## config.mk

```make
export PLATFORM = sky130hd
export DESIGN_NAME = frsr_follower_ref
export DESIGN_NICKNAME = d
export VERILOG_FILES = /design/src/design/frsr_pkg.sv /design/src/design/frsr_follower_ref.sv /design/src/design/frsr_pulse_meter.sv
export SDC_FILE = /design/constraint.sdc
export NUM_CORES = 2
export LEC_CHECK = 0
export BUFFER_PORTS_ARGS = -buffer_cell sky130_fd_sc_hd__buf_2
export CORE_MARGIN = 2
export CORE_UTILIZATION = 57
export DETAILED_ROUTE_END_ITERATION = 6
export GPL_TIMING_DRIVEN = 0
export PLACE_DENSITY_LB_ADDON = 0.05
export SYNTH_ARGS = -nofsm -noshare
export SYNTH_HDL_FRONTEND = slang
export SYNTH_SLANG_ARGS = --single-unit
```

## constraint.sdc

```tcl
create_clock -name i_clk -period 37.1 [get_ports i_clk]
set_input_delay 7.42 -clock i_clk [delete_from_list [all_inputs] [get_ports i_clk]]
set_output_delay 7.42 -clock i_clk [all_outputs]
set_load 0.1 [all_outputs]
```

## src/design/frsr_pkg.sv

```systemverilog
// Purpose: Constants for the follower ratio speed reference block
// Assumes: 100 MHz system clock, APB register access, 32-bit data
// Notes: Speeds in RPM, ratio values in thousandths (1000 = 1.000)
package frsr_pkg;
  localparam int ADDR_W = 8;
  localparam int DATA_W = 32;
  localparam int SPD_W = 16;
  localparam int NUM_W = 48;
  localparam int DEN_W = 32;
  localparam logic [5:0] DIV_LAST = 6'h2F;

  localparam logic [7:0] OFF_CTRL = 8'h00;
  localparam logic [7:0] OFF_LEAD_MAX = 8'h04;
  localparam logic [7:0] OFF_FOL_MAX = 8'h08;
  localparam logic [7:0] OFF_LEAD_PPR = 8'h0C;
  localparam logic [7:0] OFF_FOL_PPR = 8'h10;
  localparam logic [7:0] OFF_FULL_SCALE = 8'h14;
  localparam logic [7:0] OFF_SP_ONE = 8'h18;
  localparam logic [7:0] OFF_SP_TWO = 8'h1C;
  localparam logic [7:0] OFF_RAMP = 8'h20;
  localparam logic [7:0] OFF_LEAD_SPD = 8'h24;
  localparam logic [7:0] OFF_FOL_SPD = 8'h28;
  localparam logic [7:0] OFF_TARGET = 8'h2C;
  localparam logic [7:0] OFF_REF = 8'h30;
  localparam logic [7:0] OFF_DRIVE = 8'h34;
  localparam logic [7:0] OFF_STATUS = 8'h38;

  localparam int CTRL_RUN_BIT = 0;
  localparam int STATUS_SP_BIT = 0;

  localparam logic [15:0] DEF_LEAD_MAX = 16'h07D0;
  localparam logic [15:0] DEF_FOL_MAX = 16'h07D0;
  localparam logic [15:0] DEF_PPR = 16'h003C;
  localparam logic [15:0] DEF_FULL_SCALE = 16'h03E8;
  localparam logic [15:0] DEF_SP = 16'h0000;
  localparam logic [15:0] DEF_RAMP = 16'h0064;
  localparam logic DEF_RUN = 1'b0;
  localparam logic [15:0] SPD_SAT = 16'hFFFF;

  localparam int CLK_KHZ = 100_000;
  localparam int GATE_MS = 100;
  localparam int GATE_CYCLES_DEF = GATE_MS * CLK_KHZ;
  localparam int GATE_MIN = 256;
  localparam int SEC_PER_MIN = 60;
  localparam int LOOP_SHIFT = 4;
  localparam logic [16:0] LOOP_ERR_MIN = 17'h00010;

  typedef enum logic [2:0] {
    S_IDLE, S_LEAD, S_FOL, S_TGT, S_LOOP
  } frsr_state_e;
endpackage

```

## src/design/frsr_follower_ref.sv

```systemverilog
// Purpose: Follower speed reference, ramp and drive loop with APB registers
// Assumes: Single clock, sensor inputs synchronous, APB slave, no waits
// Notes: One shared serial divider; a gate must outlast a full computation
`timescale 1ns/1ps
module frsr_follower_ref #(
  parameter int GATE_CYCLES = frsr_pkg::GATE_CYCLES_DEF
) (
  input wire logic i_clk, // System clock
  input wire logic i_rst_b, // Async reset, active low
  input wire logic i_psel, // APB select
  input wire logic i_penable, // APB enable
  input wire logic i_pwrite, // APB direction
  input wire logic [frsr_pkg::ADDR_W-1:0] i_paddr, // APB address
  input wire logic [frsr_pkg::DATA_W-1:0] i_pwdata, // APB write data
  output logic [frsr_pkg::DATA_W-1:0] o_prdata, // APB read data
  output logic o_pready, // APB ready
  output logic o_pslverr, // APB error
  input wire logic i_lead_pulse, // Lead sensor pulse
  input wire logic i_fol_pulse, // Follower feedback pulse
  input wire logic i_sp_sel, // High selects setpoint two
  output logic o_sp_two, // Setpoint two active
  output logic [frsr_pkg::SPD_W-1:0] o_drive // Motor drive level
);
  import frsr_pkg::*;

  localparam longint RPM_K_L =
    longint'(SEC_PER_MIN) * longint'(CLK_KHZ) * 1000 / GATE_CYCLES;
  // Short gates give a large factor, so it is kept a full word wide
  localparam logic [31:0] RPM_K = 32'(RPM_K_L);
  localparam logic [31:0] GATE_LAST = 32'(GATE_CYCLES - 1);

  generate
    if (GATE_CYCLES < GATE_MIN || RPM_K_L < 1
        || RPM_K_L > 64'h00000000FFFFFFFF)
    begin : g_bad_gate
      $error("frsr_follower_ref: GATE_CYCLES out of range");
    end
  endgenerate

  function automatic logic is_mapped(input logic [ADDR_W-1:0] a);
    is_mapped = (a[1:0] == 2'b00) && (a <= OFF_STATUS);
  endfunction

  function automatic logic [15:0] sat16(input logic [NUM_W-1:0] q);
    sat16 = (|q[NUM_W-1:16]) ? SPD_SAT : q[15:0];
  endfunction

  // Gate divider and meters
  logic [31:0] gcnt_q, gcnt_d;
  logic gate_q, gate_d, start_q;
  logic [15:0] lead_cnt, fol_cnt;

  always_comb begin
    gate_d = (gcnt_q == GATE_LAST);
    gcnt_d = gate_d ? 32'h0 : gcnt_q + 32'h1;
  end

  always_ff @(posedge i_clk or negedge i_rst_b) begin
    if (!i_rst_b) begin
      gcnt_q <= 32'h0;
      gate_q <= 1'b0;
      start_q <= 1'b0;
    end else begin
      gcnt_q <= gcnt_d;
      gate_q <= gate_d;
      start_q <= gate_q;
    end
  end

  frsr_pulse_meter #(.CNT_W(SPD_W)) u_lead_meter (
    .i_clk(i_clk),
    .i_rst_b(i_rst_b),
    .i_pulse(i_lead_pulse),
    .i_gate(gate_q),
    .o_count(lead_cnt)
  );

  frsr_pulse_meter #(.CNT_W(SPD_W)) u_fol_meter (
    .i_clk(i_clk),
    .i_rst_b(i_rst_b),
    .i_pulse(i_fol_pulse),
    .i_gate(gate_q),
    .o_count(fol_cnt)
  );

  // Configuration registers and APB slave
  logic run_q, run_d;
  logic [15:0] lead_max_q, lead_max_d, fol_max_q, fol_max_d;
  logic [15:0] lead_ppr_q, lead_ppr_d, fol_ppr_q, fol_ppr_d;
  logic [15:0] fs_q, fs_d, sp1_q, sp1_d, sp2_q, sp2_d, ramp_q, ramp_d;
  logic [31:0] prdata_d;
  logic pready_d, pslverr_d, wr_en, sp_two_d;
  logic [15:0] lead_rpm_q, fol_rpm_q, target_q, ref_q, drive_q;

  always_comb begin
    run_d = run_q;
    lead_max_d = lead_max_q;
    fol_max_d = fol_max_q;
    lead_ppr_d = lead_ppr_q;
    fol_ppr_d = fol_ppr_q;
    fs_d = fs_q;
    sp1_d = sp1_q;
    sp2_d = sp2_q;
    ramp_d = ramp_q;
    sp_two_d = i_sp_sel;
    pready_d = i_psel & ~i_penable;
    pslverr_d = pready_d & ~is_mapped(i_paddr);
    prdata_d = 32'h0;
    if (pready_d && !i_pwrite) begin
      case (i_paddr)
        OFF_CTRL: prdata_d[CTRL_RUN_BIT] = run_q;
        OFF_LEAD_MAX: prdata_d[15:0] = lead_max_q;
        OFF_FOL_MAX: prdata_d[15:0] = fol_max_q;
        OFF_LEAD_PPR: prdata_d[15:0] = lead_ppr_q;
        OFF_FOL_PPR: prdata_d[15:0] = fol_ppr_q;
        OFF_FULL_SCALE: prdata_d[15:0] = fs_q;
        OFF_SP_ONE: prdata_d[15:0] = sp1_q;
        OFF_SP_TWO: prdata_d[15:0] = sp2_q;
        OFF_RAMP: prdata_d[15:0] = ramp_q;
        OFF_LEAD_SPD: prdata_d[15:0] = lead_rpm_q;
        OFF_FOL_SPD: prdata_d[15:0] = fol_rpm_q;
        OFF_TARGET: prdata_d[15:0] = target_q;
        OFF_REF: prdata_d[15:0] = ref_q;
        OFF_DRIVE: prdata_d[15:0] = drive_q;
        OFF_STATUS: prdata_d[STATUS_SP_BIT] = o_sp_two;
        default: prdata_d = 32'h0;
      endcase
    end
    // Write lands on the access edge that samples pready
    wr_en = i_psel & i_penable & o_pready & i_pwrite & ~o_pslverr;
    if (wr_en) begin
      case (i_paddr)
        OFF_CTRL: run_d = i_pwdata[CTRL_RUN_BIT];
        OFF_LEAD_MAX: lead_max_d = i_pwdata[15:0];
        OFF_FOL_MAX: fol_max_d = i_pwdata[15:0];
        OFF_LEAD_PPR: lead_ppr_d = i_pwdata[15:0];
        OFF_FOL_PPR: fol_ppr_d = i_pwdata[15:0];
        OFF_FULL_SCALE: fs_d = i_pwdata[15:0];
        OFF_SP_ONE: sp1_d = i_pwdata[15:0];
        OFF_SP_TWO: sp2_d = i_pwdata[15:0];
        OFF_RAMP: ramp_d = i_pwdata[15:0];
        default: run_d = run_q;
      endcase
    end
  end

  always_ff @(posedge i_clk or negedge i_rst_b) begin
    if (!i_rst_b) begin
      run_q <= DEF_RUN;
      lead_max_q <= DEF_LEAD_MAX;
      fol_max_q <= DEF_FOL_MAX;
      lead_ppr_q <= DEF_PPR;
      fol_ppr_q <= DEF_PPR;
      fs_q <= DEF_FULL_SCALE;
      sp1_q <= DEF_SP;
      sp2_q <= DEF_SP;
      ramp_q <= DEF_RAMP;
      o_sp_two <= 1'b0;
      o_pready <= 1'b0;
      o_pslverr <= 1'b0;
      o_prdata <= 32'h0;
    end else begin
      run_q <= run_d;
      lead_max_q <= lead_max_d;
      fol_max_q <= fol_max_d;
      lead_ppr_q <= lead_ppr_d;
      fol_ppr_q <= fol_ppr_d;
      fs_q <= fs_d;
      sp1_q <= sp1_d;
      sp2_q <= sp2_d;
      ramp_q <= ramp_d;
      o_sp_two <= sp_two_d;
      o_pready <= pready_d;
      o_pslverr <= pslverr_d;
      o_prdata <= prdata_d;
    end
  end

  // Serial divider sequence: lead, follower, target, then loop update
  frsr_state_e state_q, state_d;
  logic [NUM_W-1:0] num_q, num_d, quot_q, quot_d, quot_nx;
  logic [DEN_W-1:0] den_q, den_d;
  logic [DEN_W:0] rem_q, rem_d, shifted;
  logic [5:0] bit_q, bit_d;
  logic [15:0] lead_rpm_d, fol_rpm_d, target_d, ref_d, drive_d, sp_act;
  logic signed [17:0] err, sum;
  logic take;

  always_comb begin
    sp_act = o_sp_two ? sp2_q : sp1_q;
    shifted = {rem_q[DEN_W-1:0], num_q[NUM_W-1]};
    take = shifted >= {1'b0, den_q};
    quot_nx = {quot_q[NUM_W-2:0], take};
    err = $signed({2'b00, ref_q}) - $signed({2'b00, fol_rpm_q});
    sum = $signed({2'b00, drive_q}) + (err >>> LOOP_SHIFT);
    state_d = state_q;
    num_d = num_q;
    den_d = den_q;
    rem_d = rem_q;
    quot_d = quot_q;
    bit_d = bit_q;
    lead_rpm_d = lead_rpm_q;
    fol_rpm_d = fol_rpm_q;
    target_d = target_q;
    ref_d = ref_q;
    drive_d = drive_q;
    case (state_q)
      S_IDLE: begin
        if (start_q) begin
          num_d = NUM_W'(lead_cnt) * NUM_W'(RPM_K);
          den_d = DEN_W'(lead_ppr_q);
          rem_d = '0;
          quot_d = '0;
          bit_d = DIV_LAST;
          state_d = S_LEAD;
        end
      end
      S_LEAD, S_FOL, S_TGT: begin
        num_d = num_q << 1;
        rem_d = take ? shifted - {1'b0, den_q} : shifted;
        quot_d = quot_nx;
        bit_d = bit_q - 6'h01;
        if (bit_q == 6'h00) begin
          rem_d = '0;
          quot_d = '0;
          bit_d = DIV_LAST;
          if (state_q == S_LEAD) begin
            lead_rpm_d = sat16(quot_nx);
            num_d = NUM_W'(fol_cnt) * NUM_W'(RPM_K);
            den_d = DEN_W'(fol_ppr_q);
            state_d = S_FOL;
          end else if (state_q == S_FOL) begin
            fol_rpm_d = sat16(quot_nx);
            // Lead times follower max times setpoint over lead max times FS
            num_d = NUM_W'(lead_rpm_q) * NUM_W'(fol_max_q)
                    * NUM_W'(sp_act);
            den_d = DEN_W'(lead_max_q) * DEN_W'(fs_q);
            state_d = S_TGT;
          end else begin
            // Zero divisor yields all ones, so it saturates
            target_d = run_q ? sat16(quot_nx) : 16'h0000;
            state_d = S_LOOP;
          end
        end
      end
      S_LOOP: begin
        // Slew toward target by at most the ramp step per gate
        if (target_q > ref_q) begin
          ref_d = (target_q - ref_q > ramp_q) ? ref_q + ramp_q
                                               : target_q;
        end else begin
          ref_d = (ref_q - target_q > ramp_q) ? ref_q - ramp_q
                                               : target_q;
        end
        // Integral action on speed error, clamped to drive range
        if (!run_q || sum < 0) begin
          drive_d = 16'h0000;
        end else if (sum > $signed({2'b00, SPD_SAT})) begin
          drive_d = SPD_SAT;
        end else begin
          drive_d = sum[15:0];
        end
        state_d = S_IDLE;
      end
      default: state_d = S_IDLE;
    endcase
  end

  always_ff @(posedge i_clk or negedge i_rst_b) begin
    if (!i_rst_b) begin
      state_q <= S_IDLE;
      num_q <= '0;
      den_q <= '0;
      rem_q <= '0;
      quot_q <= '0;
      bit_q <= 6'h00;
      lead_rpm_q <= 16'h0000;
      fol_rpm_q <= 16'h0000;
      target_q <= 16'h0000;
      ref_q <= 16'h0000;
      drive_q <= 16'h0000;
    end else begin
      state_q <= state_d;
      num_q <= num_d;
      den_q <= den_d;
      rem_q <= rem_d;
      quot_q <= quot_d;
      bit_q <= bit_d;
      lead_rpm_q <= lead_rpm_d;
      fol_rpm_q <= fol_rpm_d;
      target_q <= target_d;
      ref_q <= ref_d;
      drive_q <= drive_d;
    end
  end

  assign o_drive = drive_q;

  // Checks
  logic boot_q;
  always_ff @(posedge i_clk or negedge i_rst_b) begin
    if (!i_rst_b) begin
      boot_q <= 1'b1;
    end else begin
      boot_q <= 1'b0;
    end
  end

  reset_defaults_a: assert property (
    @(posedge i_clk) disable iff (!i_rst_b)
    boot_q |-> lead_max_q == 16'd2000 && fol_max_q == 16'd2000
      && lead_ppr_q == 16'd60 && fol_ppr_q == 16'd60 && fs_q == 16'd1000)
    else $error("scaling defaults wrong after reset");

  setpoint_zero_a: assert property (
    @(posedge i_clk) disable iff (!i_rst_b)
    boot_q |-> sp1_q == 16'h0000 && sp2_q == 16'h0000)
    else $error("setpoints not zero after reset");

  setpoint_pick_a: assert property (
    @(posedge i_clk) disable iff (!i_rst_b)
    (state_q == S_TGT && $past(state_q) == S_FOL)
      |-> num_q == 48'(lead_rpm_q) * 48'(fol_max_q)
        * 48'($past(i_sp_sel, 2) ? sp2_q : sp1_q))
    else $error("target numerator used wrong setpoint");

  lead_speed_a: assert property (
    @(posedge i_clk) disable iff (!i_rst_b)
    (state_q == S_FOL && $past(state_q) == S_LEAD && lead_ppr_q != 0
      && lead_rpm_q != SPD_SAT)
      |-> 48'(lead_rpm_q) * lead_ppr_q <= 48'(lead_cnt) * RPM_K
        && 48'(lead_cnt) * RPM_K < (48'(lead_rpm_q) + 1) * lead_ppr_q)
    else $error("lead speed conversion wrong");

  fol_speed_a: assert property (
    @(posedge i_clk) disable iff (!i_rst_b)
    (state_q == S_TGT && $past(state_q) == S_FOL && fol_ppr_q != 0
      && fol_rpm_q != SPD_SAT)
      |-> 48'(fol_rpm_q) * fol_ppr_q <= 48'(fol_cnt) * RPM_K
        && 48'(fol_cnt) * RPM_K < (48'(fol_rpm_q) + 1) * fol_ppr_q)
    else $error("follower speed conversion wrong");

  full_scale_a: assert property (
    @(posedge i_clk) disable iff (!i_rst_b)
    (state_q == S_LOOP && run_q && den_q != 0
      && $past(sp_act, 49) == fs_q && lead_rpm_q == lead_max_q)
      |-> target_q == fol_max_q)
    else $error("full scale does not give follower maximum");

  target_ratio_a: assert property (
    @(posedge i_clk) disable iff (!i_rst_b)
    (state_q == S_LOOP && run_q && target_q != SPD_SAT)
      |-> 64'(target_q) * den_q <= 64'($past(num_q, 48))
        && 64'($past(num_q, 48)) < (64'(target_q) + 1) * den_q)
    else $error("target not the scaled ratio");

  ramp_limit_a: assert property (
    @(posedge i_clk) disable iff (!i_rst_b)
    (ref_q != $past(ref_q)) |-> $past(state_q) == S_LOOP
      && (ref_q > $past(ref_q) ? ref_q - $past(ref_q)
                               : $past(ref_q) - ref_q) <= $past(ramp_q))
    else $error("reference step exceeds ramp");

  drive_track_a: assert property (
    @(posedge i_clk) disable iff (!i_rst_b)
    (state_q == S_LOOP && run_q && drive_q != SPD_SAT
      && {1'b0, ref_q} >= {1'b0, fol_rpm_q} + LOOP_ERR_MIN)
      |=> drive_q > $past(drive_q))
    else $error("drive not raised on slow follower");

  gate_refresh_a: assert property (
    @(posedge i_clk) disable iff (!i_rst_b)
    (lead_cnt != $past(lead_cnt) || fol_cnt != $past(fol_cnt))
      |-> $past(gate_q))
    else $error("pulse count changed outside gate");
endmodule

```

## src/design/frsr_pulse_meter.sv

```systemverilog
// Purpose: Counts rising edges of a sensor pulse over one gate period
// Assumes: Pulse input synchronous to i_clk, gate is a one-cycle pulse
// Notes: Count saturates instead of wrapping
`timescale 1ns/1ps
module frsr_pulse_meter #(
  parameter int CNT_W = 16
) (
  input wire logic i_clk, // System clock
  input wire logic i_rst_b, // Async reset, active low
  input wire logic i_pulse, // Sensor pulse level
  input wire logic i_gate, // End of gate period
  output logic [CNT_W-1:0] o_count // Edges in last gate
);
  logic prev_q, prev_d;
  logic [CNT_W-1:0] run_q, run_d, cnt_q, cnt_d;
  logic rise;

  generate
    if (CNT_W < 2) begin : g_bad_w
      $error("frsr_pulse_meter: CNT_W too small");
    end
  endgenerate

  always_comb begin
    rise = i_pulse & ~prev_q;
    prev_d = i_pulse;
    cnt_d = cnt_q;
    run_d = run_q;
    if (i_gate) begin
      cnt_d = run_q;
      run_d = {{(CNT_W-1){1'b0}}, rise};
    end else if (rise && run_q != {CNT_W{1'b1}}) begin
      run_d = run_q + 1'b1;
    end
  end

  always_ff @(posedge i_clk or negedge i_rst_b) begin
    if (!i_rst_b) begin
      prev_q <= 1'b0;
      run_q <= '0;
      cnt_q <= '0;
    end else begin
      prev_q <= prev_d;
      run_q <= run_d;
      cnt_q <= cnt_d;
    end
  end

  assign o_count = cnt_q;
endmodule

```

==> results.md <==
* I/O Buffers at 62
* Sequential share of power at 0.463
* Placer Congestion at 0.9965
* Post-Syn Instances at 7210
* HP Class: flop to flop
* Most frequent cells in the layout: inv_1, nand2_1, fa_1
* WL/cell at 24.41 um
* Max FO, Critical Path at 10
* Total of warnings raised by yosys at 0
* Net count, final at 8867
* Clock slew at reported path FFs at 60 ps
* Final period util at 0.3999
* Count of final setup violators at 0
* Drt total wl at 217.5 mm
* Clk buf depth at 3
* Yosys reg bits at 496
* Vias in the first global route at 53710
* Slew margin rel. at -0.02764
* Met3 wire length at 20.79 mm
* Fin. max-slew vios at 10
* Die Y at 342.8 um
* Most common cell after layout, fill and taps aside: inv_1
* Fillcell total at 10160
* Vias per cell at 6.055
* CTS Root Cell: clkbuf_16
* Maxcap violations at 3
* CTS tree: done
* Sw power at 302.1 uW
* Maximum VDD drop at 0.03567 mV
* Async SR Flop Fraction at 1.000
* Startpoint types: flop
* Unrepaired setup endpoints after global routing: no
* WHS at 409.1 ps
* Failing checks: design-rule violations, max-capacitance violations, max-slew violations
* Combinational share of power at 0.042
* Met2 wire len at 94.84 mm
* Crit path DAT at 15350 ps
* Sw frac at 0.2521
* DRT Pass-1 Iters at 7
* Leakage at 34.37 nW
* Post-route ant nets at 0
* Post-CTS Setup Inserts at 0
* Clk_lat worst skew at 660 ps
* Die area at 0.1175 mm2
* Worst-Margin Slew at 1530 ps
* Critical path required time at 37610 ps
* Cell area after synthesis at 0.06541 mm2
* Maximum level of the CTS H-tree at 2
* Crit end category: flop
* Yosys top cell area share at 0.2626
* Drt initial violations at 5079
* GRT Total Usage at 0.3759
* Clock skew at 36.19 ps
* Top area cells in the synthesized netlist: fa_1, dfrtp_1, ha_1, inv_1, nand2_1
* Classification of the worst setup path: flop to flop
* F_max at 67.40 MHz
* Final hold vios at 0
* Sequential-to-total area share from yosys stat at 0.1903
* Clk network pwr share at 0.495
* Post_cts resized at 0
* Wl on met1 at 91.89 mm
* Pwr dens at 17.17 mW/mm2
* Core Box Area at 0.1140 mm2
* Netlist cell types at 97
* First-pass GRT wire length at 331.4 mm
* Area of the multi-input gates at 0.04726 mm2
* Ys flop type: dfrtp_1
* Area Growth Syn to Fin at 6.696%
* Avg Cell Area, Syn at 9.073 um2
* Initial Util at 0.5736
* Cts hold-fix bufs at 0
* Fin crit period at 14840 ps
* Critical Path Most Common Cell: fa_1
* CP peak stage delay at 1050 ps
* Final setup TNS at 0 ps
* Ports at 99
* Die Width at 342.8 um
* Row Count at 124
* CTS sink count at 496
* Vias at 53940
* Largest area contributor in the netlist: fa_1
* Top Layer Used: met5
* Register area at 0.01245 mm2
* DPL Wire Length at 174.7 mm
* CP max stage cell: xor2_1
* Largest net degree at the start of global routing at 127
* Post-synth EDFFs at 0
* Post-route DRC violation count at 1
* Layout cells sized above 1 at 0.06209
* Initial antenna violation count at 7
* Total grt overflow at 0
* TritonCTS buffer count at 54
* Outcome: finished with violations
* Int Pwr at 896.3 uW
-- layout make-up --
type	count	area share
antenna	3	0.0001076
buffer	343	0.01977
clock buffer	67	0.02135
clock inverter	31	0.006041
inverter	1176	0.06325
multi-input combinational	5210	0.6771
sequential	496	0.1784
tap	1512	0.02711
timing repair buffer	70	0.006920
-- state kept, by name, summed over array words and instances (netlist names), 16 cells and up --
name                  cells
target_q                 16
o_prdata                 16
quot_q                   47
ref_q                    16
gcnt_q                   32
fol_ppr_q                16
fol_rpm_q                16
lead_ppr_q               16
lead_rpm_q               16
u_lead_meter.run_q       16
o_drive                  16
u_lead_meter.o_count     16
fol_max_q                16
sp1_q                    16
lead_max_q               16
u_fol_meter.o_count      16
u_fol_meter.run_q        16
ramp_q                   16
num_q                    48
rem_q                    32
den_q                    32
fs_q                     16
sp2_q                    16
-- stage by stage --
step                total power, mW  std cells    util  setup slack, ps  instance area, um2
CTS                           1.202       8905  0.6119            22580               69780
detailed placement           0.6141       8807  0.5952            22650               67870
global placement             0.6121       8799  0.5934            18210               67670
finish                        1.198       8908  0.6120            22260               69790
global route                  1.231       8906  0.6120            21660               69790
floorplan                    0.5873       7225       -            25270               65470
-- path summary, 6_finish.rpt --
path	start	endpoint	slack, ps	depth (start not counted)
setup / recovery	lead_rpm_q[10]	num_q[47]	22260	41
hold / removal	gate_q	start_q	410	0
setup reg to reg	lead_rpm_q[10]	num_q[47]	22260	41
hold reg to reg	gate_q	start_q	410	0
max in group asynchronous	i_rst_b	lead_rpm_q[11]	28950	3
min in group asynchronous	i_rst_b	quot_q[26]	6700	1
-- Yosys cell counts (all sizes together) (24+ instances only) --
| cell type | n |
|---|---|
| a211oi | 45 |
| a21o | 108 |
| a21oi | 245 |
| a221oi | 35 |
| a22o | 80 |
| a22oi | 45 |
| a31oi | 42 |
| and2 | 267 |
| and3 | 35 |
| buf | 42 |
| clkbuf | 301 |
| dfrtp | 467 |
| dfstp | 29 |
| fa | 858 |
| ha | 610 |
| inv | 1175 |
| mux2 | 176 |
| mux2i | 38 |
| nand2 | 949 |
| nand2b | 47 |
| nand3 | 96 |
| nand4 | 52 |
| nor2 | 357 |
| nor2b | 44 |
| nor3 | 63 |
| o211ai | 24 |
| o21a | 32 |
| o21ai | 285 |
| o21bai | 42 |
| o22ai | 46 |
| o31ai | 28 |
| xnor2 | 151 |
| xor2 | 132 |
-- power by group through the flow --
stage               Clock (mW)  Sequential [mW]  Combinational (mW)
finish                   0.593            0.554              0.0506
global route             0.621            0.555              0.0547
CTS                      0.598            0.554              0.0504
detailed placement           0            0.564              0.0502
global placement             0            0.564              0.0480
floorplan                    0            0.563              0.0244
-- cell families (layout without fill, tap and decap cells) --
group           after synthesis  in the layout  synth area share
other cells                   1             19        0.00005733
xor+xnor                    283            283           0.03824
buf+inv                    1519           1687           0.08858
mux                         214            214           0.03611
flops                       496            496            0.1903
simple gates               2022           2022            0.1423
compound gates             1207           1207            0.1251
fa+ha+maj                  1468           1468            0.3793
-- per-layer routing --
metal,up-vias,track usage
met3,466,0.07535
met4,6,0.1450
li1,23730,-
met2,2483,0.5684
met5,-,0
met1,27250,0.5336
-- worst max-delay path, delay by kind of cell (launching register included) --
kind            cells  cell delay, ps
xor+xnor            1            1050
simple gates        6             980
buf+inv             8            1380
fa+ha+maj          14            6780
flops               1             770
compound gates     11            3480
mux                 1             220
Power figures use the tool's default switching activity.
